$ cat config.mk
export PLATFORM = sky130hd
export DESIGN_NAME = tmcr_regs
export DESIGN_NICKNAME = d
export VERILOG_FILES = /design/src/rtl/tmcr_pkg.sv /design/src/rtl/tmcr_regs.sv
export SDC_FILE = /design/constraint.sdc
export NUM_CORES = 1
export LEC_CHECK = 0
export BUFFER_PORTS_ARGS = -buffer_cell sky130_fd_sc_hd__buf_2
export CORE_MARGIN = 3
export CORE_UTILIZATION = 37
export DETAILED_ROUTE_END_ITERATION = 8
export PLACE_DENSITY = 0.66
export SETUP_SLACK_MARGIN = 0.05
export SKIP_LAST_GASP = 1
export SLEW_MARGIN = 30
export SYNTH_ARGS = -nofsm -noshare
export SYNTH_HDL_FRONTEND = slang
export SYNTH_SLANG_ARGS = --single-unit
$ cat constraint.sdc
create_clock -name clk -period 9.9 [get_ports clk]
set_input_delay 0.495 -clock clk [delete_from_list [all_inputs] [get_ports clk]]
set_output_delay 0.495 -clock clk [all_outputs]
set_load 0.05 [all_outputs]
$ cat src/rtl/tmcr_pkg.sv
// constants, types and lookups shared by the transmitter modem config block
package tmcr_pkg;

   // register addresses on the serial register port
   localparam logic [5:0] TMCR_ADDR_PREAMBLE_CHANEXP = 6'h13;
   localparam logic [5:0] TMCR_ADDR_CHANNEL_NUMBER_SPACING_MANT = 6'h14;
   localparam logic [5:0] TMCR_ADDR_BASE_WORD_A_DEVIATION = 6'h15;
   localparam logic [5:0] TMCR_ADDR_TX_COMPLETION = 6'h17;

   // reset values
   localparam logic [7:0] TMCR_RST_PREAMBLE_CHANEXP = 8'h22;
   localparam logic [7:0] TMCR_RST_CHANNEL_NUMBER_SPACING_MANT = 8'hf8;
   localparam logic [7:0] TMCR_RST_BASE_WORD_A_DEVIATION = 8'h47;
   localparam logic [7:0] TMCR_RST_TX_COMPLETION = 8'h30;

   // bits that store a value; all others read zero
   localparam logic [7:0] TMCR_MASK_PREAMBLE_CHANEXP = 8'hf3;
   localparam logic [7:0] TMCR_MASK_CHANNEL_NUMBER_SPACING_MANT = 8'hff;
   localparam logic [7:0] TMCR_MASK_BASE_WORD_A_DEVIATION = 8'h77;
   localparam logic [7:0] TMCR_MASK_TX_COMPLETION = 8'h3f;

   // field positions
   localparam int TMCR_PREAMBLE_LSB = 4;
   localparam int TMCR_CHANNEL_NUMBER_EXP_LSB = 0;
   localparam int TMCR_DEV_EXP_LSB = 4;
   localparam int TMCR_DEV_MANT_LSB = 0;
   localparam int TMCR_POST_TX_LSB = 0;

   // post transmit selection codes
   localparam logic [1:0] TMCR_POST_TX_IDLE = 2'h0;
   localparam logic [1:0] TMCR_POST_TX_SYNTH = 2'h1;
   localparam logic [1:0] TMCR_POST_TX_STAY = 2'h2;

   // frequency word widths, all in crystal_base_word_a / 2^18 steps
   localparam int TMCR_SPACING_W = 12;
   localparam int TMCR_DEV_W = 12;
   localparam int TMCR_BASE_WORD_A_W = 27;

   // radio control states
   typedef enum logic [1:0] {
      TMCR_IDLE,
      TMCR_SYNTH_READY_TX,
      TMCR_TX
   } tmcr_radio_t;

   // one register port request
   typedef struct packed {
      logic wr;
      logic rd;
      logic [5:0] addr;
      logic [7:0] wdata;
   } tmcr_reg_req_t;

   // preamble code to minimum byte count
   function automatic logic [4:0] tmcr_preamble_bytes(input logic [2:0] code);
      case (code)
         3'h0: tmcr_preamble_bytes = 5'h02;
         3'h1: tmcr_preamble_bytes = 5'h03;
         3'h2: tmcr_preamble_bytes = 5'h04;
         3'h3: tmcr_preamble_bytes = 5'h06;
         3'h4: tmcr_preamble_bytes = 5'h08;
         3'h5: tmcr_preamble_bytes = 5'h0c;
         3'h6: tmcr_preamble_bytes = 5'h10;
         default: tmcr_preamble_bytes = 5'h18;
      endcase
   endfunction

endpackage

$ cat src/rtl/tmcr_regs.sv
// transmitter modem configuration registers with frequency and post-tx state logic
`timescale 1ns/1ns
module tmcr_regs
   import tmcr_pkg::*;
(
   input wire logic clk,
   input wire logic resetn,
   input wire tmcr_reg_req_t reg_req,
   output logic [7:0] reg_rdata,
   output logic reg_rvalid,
   input wire logic [23:0] base_word_a,
   input wire logic [7:0] channel_number,
   input wire logic fsk_mode,
   input wire logic tx_symbol,
   input wire logic tx_start,
   input wire logic tx_done,
   output logic [4:0] preamble_bytes,
   output logic [TMCR_SPACING_W-1:0] channel_number_spacing,
   output logic [TMCR_BASE_WORD_A_W-1:0] carrier_word,
   output logic [TMCR_DEV_W-1:0] deviation,
   output logic [TMCR_BASE_WORD_A_W-1:0] tx_base_word_a,
   output tmcr_radio_t radio_state,
   output logic preamble_restart
);

   logic [7:0] preamble_chanexp_cfg;
   logic [7:0] channel_number_spacing_mantissa;
   logic [7:0] base_word_a_deviation_cfg;
   logic [7:0] tx_completion_cfg;
   logic [7:0] next_preamble_chanexp_cfg;
   logic [7:0] next_channel_number_spacing_mantissa;
   logic [7:0] next_base_word_a_deviation_cfg;
   logic [7:0] next_tx_completion_cfg;
   logic [7:0] next_reg_rdata;
   logic next_reg_rvalid;

   logic [2:0] preamble_code;
   logic [1:0] channel_number_spacing_exp;
   logic [7:0] channel_number_spacing_mant;
   logic [2:0] dev_exp;
   logic [2:0] dev_mant;
   logic [1:0] post_tx_state_sel;

   assign preamble_code = preamble_chanexp_cfg[TMCR_PREAMBLE_LSB +: 3];
   assign channel_number_spacing_exp = preamble_chanexp_cfg[TMCR_CHANNEL_NUMBER_EXP_LSB +: 2];
   assign channel_number_spacing_mant = channel_number_spacing_mantissa;
   assign dev_exp = base_word_a_deviation_cfg[TMCR_DEV_EXP_LSB +: 3];
   assign dev_mant = base_word_a_deviation_cfg[TMCR_DEV_MANT_LSB +: 3];
   assign post_tx_state_sel = tx_completion_cfg[TMCR_POST_TX_LSB +: 2];

   // register writes and reads; masks drop unused bits, vendor bits are kept
   always_comb begin
      next_preamble_chanexp_cfg = preamble_chanexp_cfg;
      next_channel_number_spacing_mantissa = channel_number_spacing_mantissa;
      next_base_word_a_deviation_cfg = base_word_a_deviation_cfg;
      next_tx_completion_cfg = tx_completion_cfg;
      next_reg_rdata = reg_rdata;
      next_reg_rvalid = reg_req.rd;
      if (reg_req.wr) begin
         case (reg_req.addr)
            TMCR_ADDR_PREAMBLE_CHANEXP: begin
               next_preamble_chanexp_cfg = reg_req.wdata & TMCR_MASK_PREAMBLE_CHANEXP;
            end
            TMCR_ADDR_CHANNEL_NUMBER_SPACING_MANT: begin
               next_channel_number_spacing_mantissa = reg_req.wdata & TMCR_MASK_CHANNEL_NUMBER_SPACING_MANT;
            end
            TMCR_ADDR_BASE_WORD_A_DEVIATION: begin
               next_base_word_a_deviation_cfg = reg_req.wdata & TMCR_MASK_BASE_WORD_A_DEVIATION;
            end
            TMCR_ADDR_TX_COMPLETION: begin
               next_tx_completion_cfg = reg_req.wdata & TMCR_MASK_TX_COMPLETION;
            end
            default: begin
            end
         endcase
      end
      if (reg_req.rd) begin
         case (reg_req.addr)
            TMCR_ADDR_PREAMBLE_CHANEXP: next_reg_rdata = preamble_chanexp_cfg;
            TMCR_ADDR_CHANNEL_NUMBER_SPACING_MANT: next_reg_rdata = channel_number_spacing_mantissa;
            TMCR_ADDR_BASE_WORD_A_DEVIATION: next_reg_rdata = base_word_a_deviation_cfg;
            TMCR_ADDR_TX_COMPLETION: next_reg_rdata = tx_completion_cfg;
            default: next_reg_rdata = 8'h00;
         endcase
      end
   end

   always_ff @(posedge clk) begin
      if (!resetn) begin
         preamble_chanexp_cfg <= TMCR_RST_PREAMBLE_CHANEXP;
         channel_number_spacing_mantissa <= TMCR_RST_CHANNEL_NUMBER_SPACING_MANT;
         base_word_a_deviation_cfg <= TMCR_RST_BASE_WORD_A_DEVIATION;
         tx_completion_cfg <= TMCR_RST_TX_COMPLETION;
         reg_rdata <= 8'h00;
         reg_rvalid <= 1'b0;
      end else begin
         preamble_chanexp_cfg <= next_preamble_chanexp_cfg;
         channel_number_spacing_mantissa <= next_channel_number_spacing_mantissa;
         base_word_a_deviation_cfg <= next_base_word_a_deviation_cfg;
         tx_completion_cfg <= next_tx_completion_cfg;
         reg_rdata <= next_reg_rdata;
         reg_rvalid <= next_reg_rvalid;
      end
   end

   // frequency arithmetic, all in crystal/2^18 steps
   logic [4:0] next_preamble_bytes;
   logic [TMCR_SPACING_W-1:0] next_channel_number_spacing;
   logic [TMCR_DEV_W-1:0] next_deviation;
   logic [TMCR_BASE_WORD_A_W-1:0] next_carrier_word;
   logic [TMCR_BASE_WORD_A_W-1:0] next_tx_base_word_a;
   logic [19:0] channel_number_offset;

   always_comb begin
      next_preamble_bytes = tmcr_preamble_bytes(preamble_code);
      next_channel_number_spacing = TMCR_SPACING_W'({1'b1, channel_number_spacing_mant}) << channel_number_spacing_exp;
      // deviation steps are twice as coarse, hence the extra low zero
      next_deviation = {(11'({1'b1, dev_mant}) << dev_exp), 1'b0};
      channel_number_offset = 20'(next_channel_number_spacing) * 20'(channel_number);
      // base word is in crystal/2^16 steps, so it moves up two places
      next_carrier_word = {1'b0, base_word_a, 2'b00} + TMCR_BASE_WORD_A_W'(channel_number_offset);
      if (!fsk_mode) begin
         next_tx_base_word_a = next_carrier_word;
      end else if (tx_symbol) begin
         next_tx_base_word_a = next_carrier_word + TMCR_BASE_WORD_A_W'(next_deviation);
      end else begin
         next_tx_base_word_a = next_carrier_word - TMCR_BASE_WORD_A_W'(next_deviation);
      end
   end

   always_ff @(posedge clk) begin
      if (!resetn) begin
         preamble_bytes <= 5'h00;
         channel_number_spacing <= '0;
         deviation <= '0;
         carrier_word <= '0;
         tx_base_word_a <= '0;
      end else begin
         preamble_bytes <= next_preamble_bytes;
         channel_number_spacing <= next_channel_number_spacing;
         deviation <= next_deviation;
         carrier_word <= next_carrier_word;
         tx_base_word_a <= next_tx_base_word_a;
      end
   end

   // radio control: where to go once a packet has been sent
   tmcr_radio_t next_radio_state;
   logic next_preamble_restart;

   always_comb begin
      next_radio_state = radio_state;
      next_preamble_restart = 1'b0;
      case (radio_state)
         TMCR_IDLE, TMCR_SYNTH_READY_TX: begin
            if (tx_start) begin
               next_radio_state = TMCR_TX;
            end
         end
         TMCR_TX: begin
            if (tx_done) begin
               case (post_tx_state_sel)
                  TMCR_POST_TX_SYNTH: next_radio_state = TMCR_SYNTH_READY_TX;
                  TMCR_POST_TX_STAY: begin
                     next_radio_state = TMCR_TX;
                     next_preamble_restart = 1'b1;
                  end
                  default: next_radio_state = TMCR_IDLE;
               endcase
            end
         end
         default: next_radio_state = TMCR_IDLE;
      endcase
   end

   always_ff @(posedge clk) begin
      if (!resetn) begin
         radio_state <= TMCR_IDLE;
         preamble_restart <= 1'b0;
      end else begin
         radio_state <= next_radio_state;
         preamble_restart <= next_preamble_restart;
      end
   end

   // checks
   AST_PREAMBLE_MAP: assert property (@(posedge clk) disable iff (!resetn)
      $past(resetn) |-> preamble_bytes == tmcr_preamble_bytes($past(preamble_code)))
      else $error("preamble byte count does not match code");

   AST_CHANNEL_NUMBER_EXP_RESET: assert property (@(posedge clk) disable iff (!resetn)
      $rose(resetn) |-> channel_number_spacing_exp == 2'b10)
      else $error("channel spacing exponent reset value wrong");

   AST_SPACING: assert property (@(posedge clk) disable iff (!resetn)
      $past(resetn) |-> channel_number_spacing ==
         ((12'h100 + 12'($past(channel_number_spacing_mant))) << $past(channel_number_spacing_exp)))
      else $error("channel spacing value wrong");

   // spacing and carrier are registered on the same edge from the same spacing value
   AST_CARRIER: assert property (@(posedge clk) disable iff (!resetn)
      $past(resetn) |-> carrier_word == {1'b0, $past(base_word_a), 2'b00} +
         TMCR_BASE_WORD_A_W'(20'(channel_number_spacing) * 20'($past(channel_number))))
      else $error("carrier word is not base plus channel offset");

   AST_DEVIATION: assert property (@(posedge clk) disable iff (!resetn)
      $past(resetn) |-> deviation == ((12'h008 + 12'($past(dev_mant))) << $past(dev_exp)) * 2)
      else $error("deviation value wrong");

   AST_FSK_SHIFT: assert property (@(posedge clk) disable iff (!resetn)
      $past(resetn) && $past(fsk_mode) |->
         tx_base_word_a == ($past(tx_symbol) ? carrier_word + TMCR_BASE_WORD_A_W'(deviation)
                                      : carrier_word - TMCR_BASE_WORD_A_W'(deviation)))
      else $error("fsk frequency shift wrong");

   AST_POST_TX: assert property (@(posedge clk) disable iff (!resetn)
      radio_state == TMCR_TX && tx_done |=>
         (radio_state == TMCR_TX) == preamble_restart &&
         ($past(post_tx_state_sel) == TMCR_POST_TX_SYNTH) == (radio_state == TMCR_SYNTH_READY_TX))
      else $error("post transmit state wrong");

   AST_UNUSED_ZERO: assert property (@(posedge clk) disable iff (!resetn)
      reg_req.rd && reg_req.addr == TMCR_ADDR_BASE_WORD_A_DEVIATION |=>
         reg_rvalid && reg_rdata[7] == 1'b0 && reg_rdata[3] == 1'b0)
      else $error("unused deviation bits not zero");

   AST_VENDOR_KEEP: assert property (@(posedge clk) disable iff (!resetn)
      reg_req.wr && reg_req.addr == TMCR_ADDR_TX_COMPLETION |=>
         tx_completion_cfg == ($past(reg_req.wdata) & TMCR_MASK_TX_COMPLETION))
      else $error("tx completion register did not store write");

endmodule

Yosys cells after proc, flatten, opt, wreduce, memory -nomap -nowiden

Index checks and enable logic that the tools add are counted.

Add/subtract/negate cells: 3
Reductions and logical operators: 9
Multipliers: 1
Shifts and indexed selects: 2
Equal/unequal tests: 16
Mux-type cells: 9

Operator list:

| kind                 | number |
|---|---|
| $mux W27             | 2 |
| $pmux W5 S7          | 1 |
| $pmux W8 S4          | 1 |
| $add A26 B20 Y27     | 1 |
| $add A27 B12 Y27     | 1 |
| $sub A27 B12 Y27     | 1 |
| $eq A6 B5 Y1 const B | 4 |
| $mul A12 B8 Y20      | 1 |
| $shl A9 B2 Y12       | 1 |
| $shl A4 B3 Y11       | 1 |
| $reduce_and A2 Y1    | 5 |
| $eq A3 B3 Y1 const B | 3 |
| $pmux W2 S2          | 2 |
| $eq A3 B2 Y1 const B | 2 |
| $eq A2 B1 Y1 const B | 2 |
| $eq A2 B2 Y1 const B | 2 |
| $mux W2              | 2 |
| $ne A2 B2 Y1 const B | 2 |
| $eq A3 B1 Y1 const B | 1 |
| $logic_not A3 Y1     | 1 |
| $reduce_and A3 Y1    | 1 |
| $logic_not A2 Y1     | 1 |
| $reduce_or A2 Y1     | 1 |
| $mux W1              | 1 |

Output and inout port bits: 95
Word-level logic and storage cells: 54
Bits of input ports: 54
Bits in registers: 121

Depth between registers and ports, before layout

Word-level depth: 6
Mapped depth: 32

Worst setup path before layout

No wires, ideal clock.

Path type: reg2reg
Start: register preamble_chanexp_cfg[0]
End: register tx_base_word_a[23]
Slack: 2.654 ns
Data required time: 9.783 ns
Period minus slack after synthesis: 7.246 ns
Setup time: 0.117 ns
Arrival: 7.129 ns
Stages on the path, launching flop included: 28
Cell sequence: dfxtp_1 > clkbuf_1 > buf_1 > mux2i_1 > nand2_1 > fa_1 > inv_1 > fa_1 > inv_1 > fa_1 > fa_1 > inv_1 > ha_1 > nor2b_4 > o31a_1 > o31ai_1 > xnor2_1 > inv_1 > ha_1 > a21o_1 > a21o_1 > a21oi_1 > o31ai_1 > a221oi_4 > o21ai_2 > and3_1 > or4_1 > a32o_1

Cells in the longest elaborated chain, start to end: 6
Elaborated cells between the ends (all ways): 7
Those cells by class: add/sub: 3; mul: 1; shift: 1; mux: 2

Ends and longest elaborated chain:

| item                                                        | line                               | text |
|---|---|---|
| from (decl)                                                 | tmcr_regs.sv:26                    | `logic [7:0] preamble_chanexp_cfg;` |
| from (signal assigned)                                      | tmcr_regs.sv:97                    | `preamble_chanexp_cfg <= next_preamble_chanexp_cfg;` |
| $shl A9 B2 Y12 *                                            | tmcr_regs.sv:116                   | `next_channel_number_spacing = TMCR_SPACING_W'({1'b1, channel_number_spacing_mant}) << channel_number_spacing_e ...` |
| $mul A12 B8 Y20 *                                           | tmcr_regs.sv:119                   | `channel_number_offset = 20'(next_channel_number_spacing) * 20'(channel_number);` |
| $add A26 B20 Y27 *                                          | tmcr_regs.sv:121                   | `next_carrier_word = {1'b0, base_word_a, 2'b00} + TMCR_BASE_WORD_A_W'(channel_number_offset);` |
| via next_carrier_word[12]                                   | tmcr_regs.sv:110                   | `logic [TMCR_BASE_WORD_A_W-1:0] next_carrier_word;` |
| $sub A27 B12 Y27 / $add A27 B12 Y27 (equally long branches) | tmcr_regs.sv:127, tmcr_regs.sv:125 |  |
| $mux W27 *                                                  | tmcr_regs.sv:124                   | `end else if (tx_symbol) begin` |
| $mux W27 *                                                  | tmcr_regs.sv:122                   | `if (!fsk_mode) begin` |
| to (signal assigned)                                        | tmcr_regs.sv:143                   | `tx_base_word_a <= next_tx_base_word_a;` |
| to (decl)                                                   | tmcr_regs.sv:21                    | `output logic [TMCR_BASE_WORD_A_W-1:0] tx_base_word_a,` |

The timed path passes the listed nets; every way through them passes the cells marked *.
A chain may end at the register's enable or synchronous reset.

Final worst setup path

Start: register preamble_chanexp_cfg[1]
End: register tx_base_word_a[23]

The elaborated chain is that of the path after synthesis.

==> reports/metrics.yaml <==
clock_tree:
  cts_resized: 0
  cts_tree: "done"
  postCtsSetupRepairBufs: 0
  cts_buffers: 17
  clock_latency_ns: 0.42
  cts_root_buf: "clkbuf_16"
  clock-sinks: 119
  cts-htree-levels: 4
  clockBufferDepth: 2
  hold_buffers: 0
  clk_pin_slew_ns: 0.06
place:
  place.gp.congestion: 0.884
  port_buffers: 147
  dpl_cell_area_mm2: 0.0105
  post-dp-hpwl_um: 19600
  place_inst: 1564
die:
  fp.dieW_um: 167
  fp-row-count: 58
  core_area_mm2: 0.0253
  dieArea_mm2: 0.0278
  die_y_um: 167
  start_util_pct: 37.8
  ioPinCount: 149
logic_synthesis:
  syn-mean-instance-area_um2: 8.46
  yosysWarnings: 0
  syn_inst: 1129
  synthFlopType: "dfxtp_1"
  ys_types: 67
  yosys.area.top_type: "dfxtp_1"
  yosys-top-cells-count: "inv_1 (149), dfxtp_1 (119), nand2_1 (106)"
  synth-edff-count: 0
  synth_compound_area_share_pct: 13.3
  synth_xor_area_share_pct: 4.04
  syn-cell-area_mm2: 0.00955
  synth_top_area_share_pct: 24.9
  synth_simple_gate_area_share_pct: 21.1
  synth_top_family_by_area: "adder cells"
  yosysSeqAreaShare_pct: 24.9
  ys_ff_latch: 119
  synth_area_leaders: "dfxtp_1 (25%), fa_1 (16%), ha_1 (8.8%), and2_1 (6.3%), inv_1 (5.9%)"
  syn-num-nets: 1328
  synth_fa_ha_area_share_pct: 25.1
  async_flop_share_pct: 0
  synthMuxAreaShare_pct: 3.59
  post-synth-top-count-cell: "inv_1"
layout:
  nets: 1452
  nFillCells: 2482
  post-route-cell-area_mm2: 0.0111
  fin_cells: 1597
  drive_gt1_share_pct: 15.4
  area_growth_pct: 16.7
route:
  drc: 0
  first_pass_iters: 5
  vias: 8089
  drtIter0Drc: 536
  ant_nets: 0
  viasPerCell: 5.07
  drt-wirelength-per-cell_um: 15.5
  drt_wl_total_um: 24800
worst_hold_path:
  hold_end: "channel_number_spacing_mant[3]"
  hold_path_class: "in -> reg"
  min-delay-start: "reg_req[3]"
  hold_depth: 3
timing:
  tns_ns: 0
  timing.fmax_ghz: 0.121
  setup_violations: 0
  min_period_ns: 8.27
  worst_pin_slew_ns: 0.942
  drv_slew: 0
  max-slew-margin-rel_pct: 37.1
  fin_crit_sh_pct: 83.5
  rsz0062_at_grt: "no"
  finClkSkew_ns: 0.00798
  hold_viol: 0
worst_setup_path:
  r2r_cells: 26
  crit_family: "adder cells"
  crit_slowest_cell: "dfxtp_1"
  slowest_delay_ns: 0.94
  worstPathArrival_ns: 8.58
  worstSetupStartpointType: "flip-flop"
  worst_setup_path_end_kind: "flip-flop"
  worstPathRequired_ns: 10.21
  crit_type: "reg -> reg"
  crit_start: "preamble_chanexp_cfg[1]"
  path_buf_inv: 4
  r2r_slack_ns: 1.63
  worstReg2RegStart: "preamble_chanexp_cfg[1]"
  r2r_end: "tx_base_word_a[23]"
  critical_path.max_fanout: 27
grt:
  first_global_vias: 8234
  antenna_found_initial: 1
  grt_max_degree: 64
  grt_overflow: 0
  grt_pass1_wl_um: 41300
  grt_use_total_pct: 17.9
power:
  ir_drop_mv: 0.316
  leakagePower_nw: 5.54
  power_density_mw_per_mm2: 310
run:
  drv_cap: 0
status:
  status: "finished, final reports clean"
-- cells by family (layout without fill, tap and decap cells) --
family	after synthesis	count (layout)
simple gates	394	394
buf+inv	197	334
compound gates	195	195
fa+ha+maj	145	145
flops	119	119
xor+xnor	44	44
mux	34	34
other cells	1	2
-- worst max-delay path by stage --
stage,slack (ns),end,cells after the start
2_1_floorplan,2.65,tx_base_word_a[23],27
5_1_grt,0.84,tx_base_word_a[24],27
4_1_cts,1.67,tx_base_word_a[23],26
3_5_place_dp,1.67,tx_base_word_a[23],26
3_3_place_gp,1.79,tx_base_word_a[23],26
6_report,1.63,tx_base_word_a[23],26
-- power by group --
part           switching [mW]  internal [mW]
combinational            1.40          0.868
clock                   0.251          0.376
sequential             0.0158          0.549
total                    1.67           1.79
-- cell usage in the layout (no fill, tap or decap), drive strengths merged, types with 18 or more instances in the layout --
cell and n:
nand2 106, buf 151, o21ai 28, nor2 61, ha 67, mux2i 32
dfxtp 119, xnor2 31, nand3 40, a21oi 68, and2 97, and3 18
inv 155, fa 78
-- worst register-to-register path: cells and delay by family, from the launching register on --
kind,cells,cell delay [ns]
adders and majority gates,6,2.74
and+or+nand+nor,4,0.87
xor gates and xnor gates,1,0.27
muxes,2,0.91
DFF,1,0.94
buffers and inverters,4,0.22
AOI/OAI and AO/OA,9,2.23
-- final cells by class --
cell class	count	area [um2]	share of cell area [%]
clock inverters	15	166	1.49
flip-flops and latches	119	2380	21.4
inverters	151	567	5.09
clock buffers	17	425	3.82
well taps	330	413	3.71
diodes	1	2.50	0.0225
multi-input cells	813	6420	57.6
repair buffers	151	766	6.87
-- flip-flops by register name (all words and copies together), names as in the netlist --
register	cells
reg_rvalid	1
deviation	11
tx_completion_cfg	6
channel_number_spacing	12
radio_state	2
tx_base_word_a	26
preamble_chanexp_cfg	6
preamble_restart	1
base_word_a_deviation_cfg	6
reg_rdata	8
carrier_word	27
preamble_bytes	5
channel_number_spacing_mant	8
-- per-layer routing --
layer / global-route usage (%) / wire length (um) / up-vias
li1: - / - / 3997
met1: 23.4 / 11400 / 3849
met2: 29.7 / 11600 / 191
met3: 2.97 / 998 / 52
met4: 7.17 / 755 / 0
met5: 0 / 0 / -
-- metrics by stage --
| stage | hold WS [ns] | setup slack (ns) | power (mW) | utilization (%) |
|---|---|---|---|---|
| 6_report | 0.315 | 1.63 | 3.46 | 44.1 |
| 5_1_grt | 0.316 | 0.840 | 3.75 | 44.1 |
| 3_3_place_gp | 0.448 | 1.79 | 2.80 | 41.8 |
| 2_1_floorplan | 0.436 | 2.65 | 2.35 | - |
| 4_1_cts | 0.303 | 1.67 | 3.46 | 44.1 |
| 3_5_place_dp | 0.450 | 1.67 | 2.81 | 41.8 |
No activity file was read; power rests on OpenSTA's default activity.
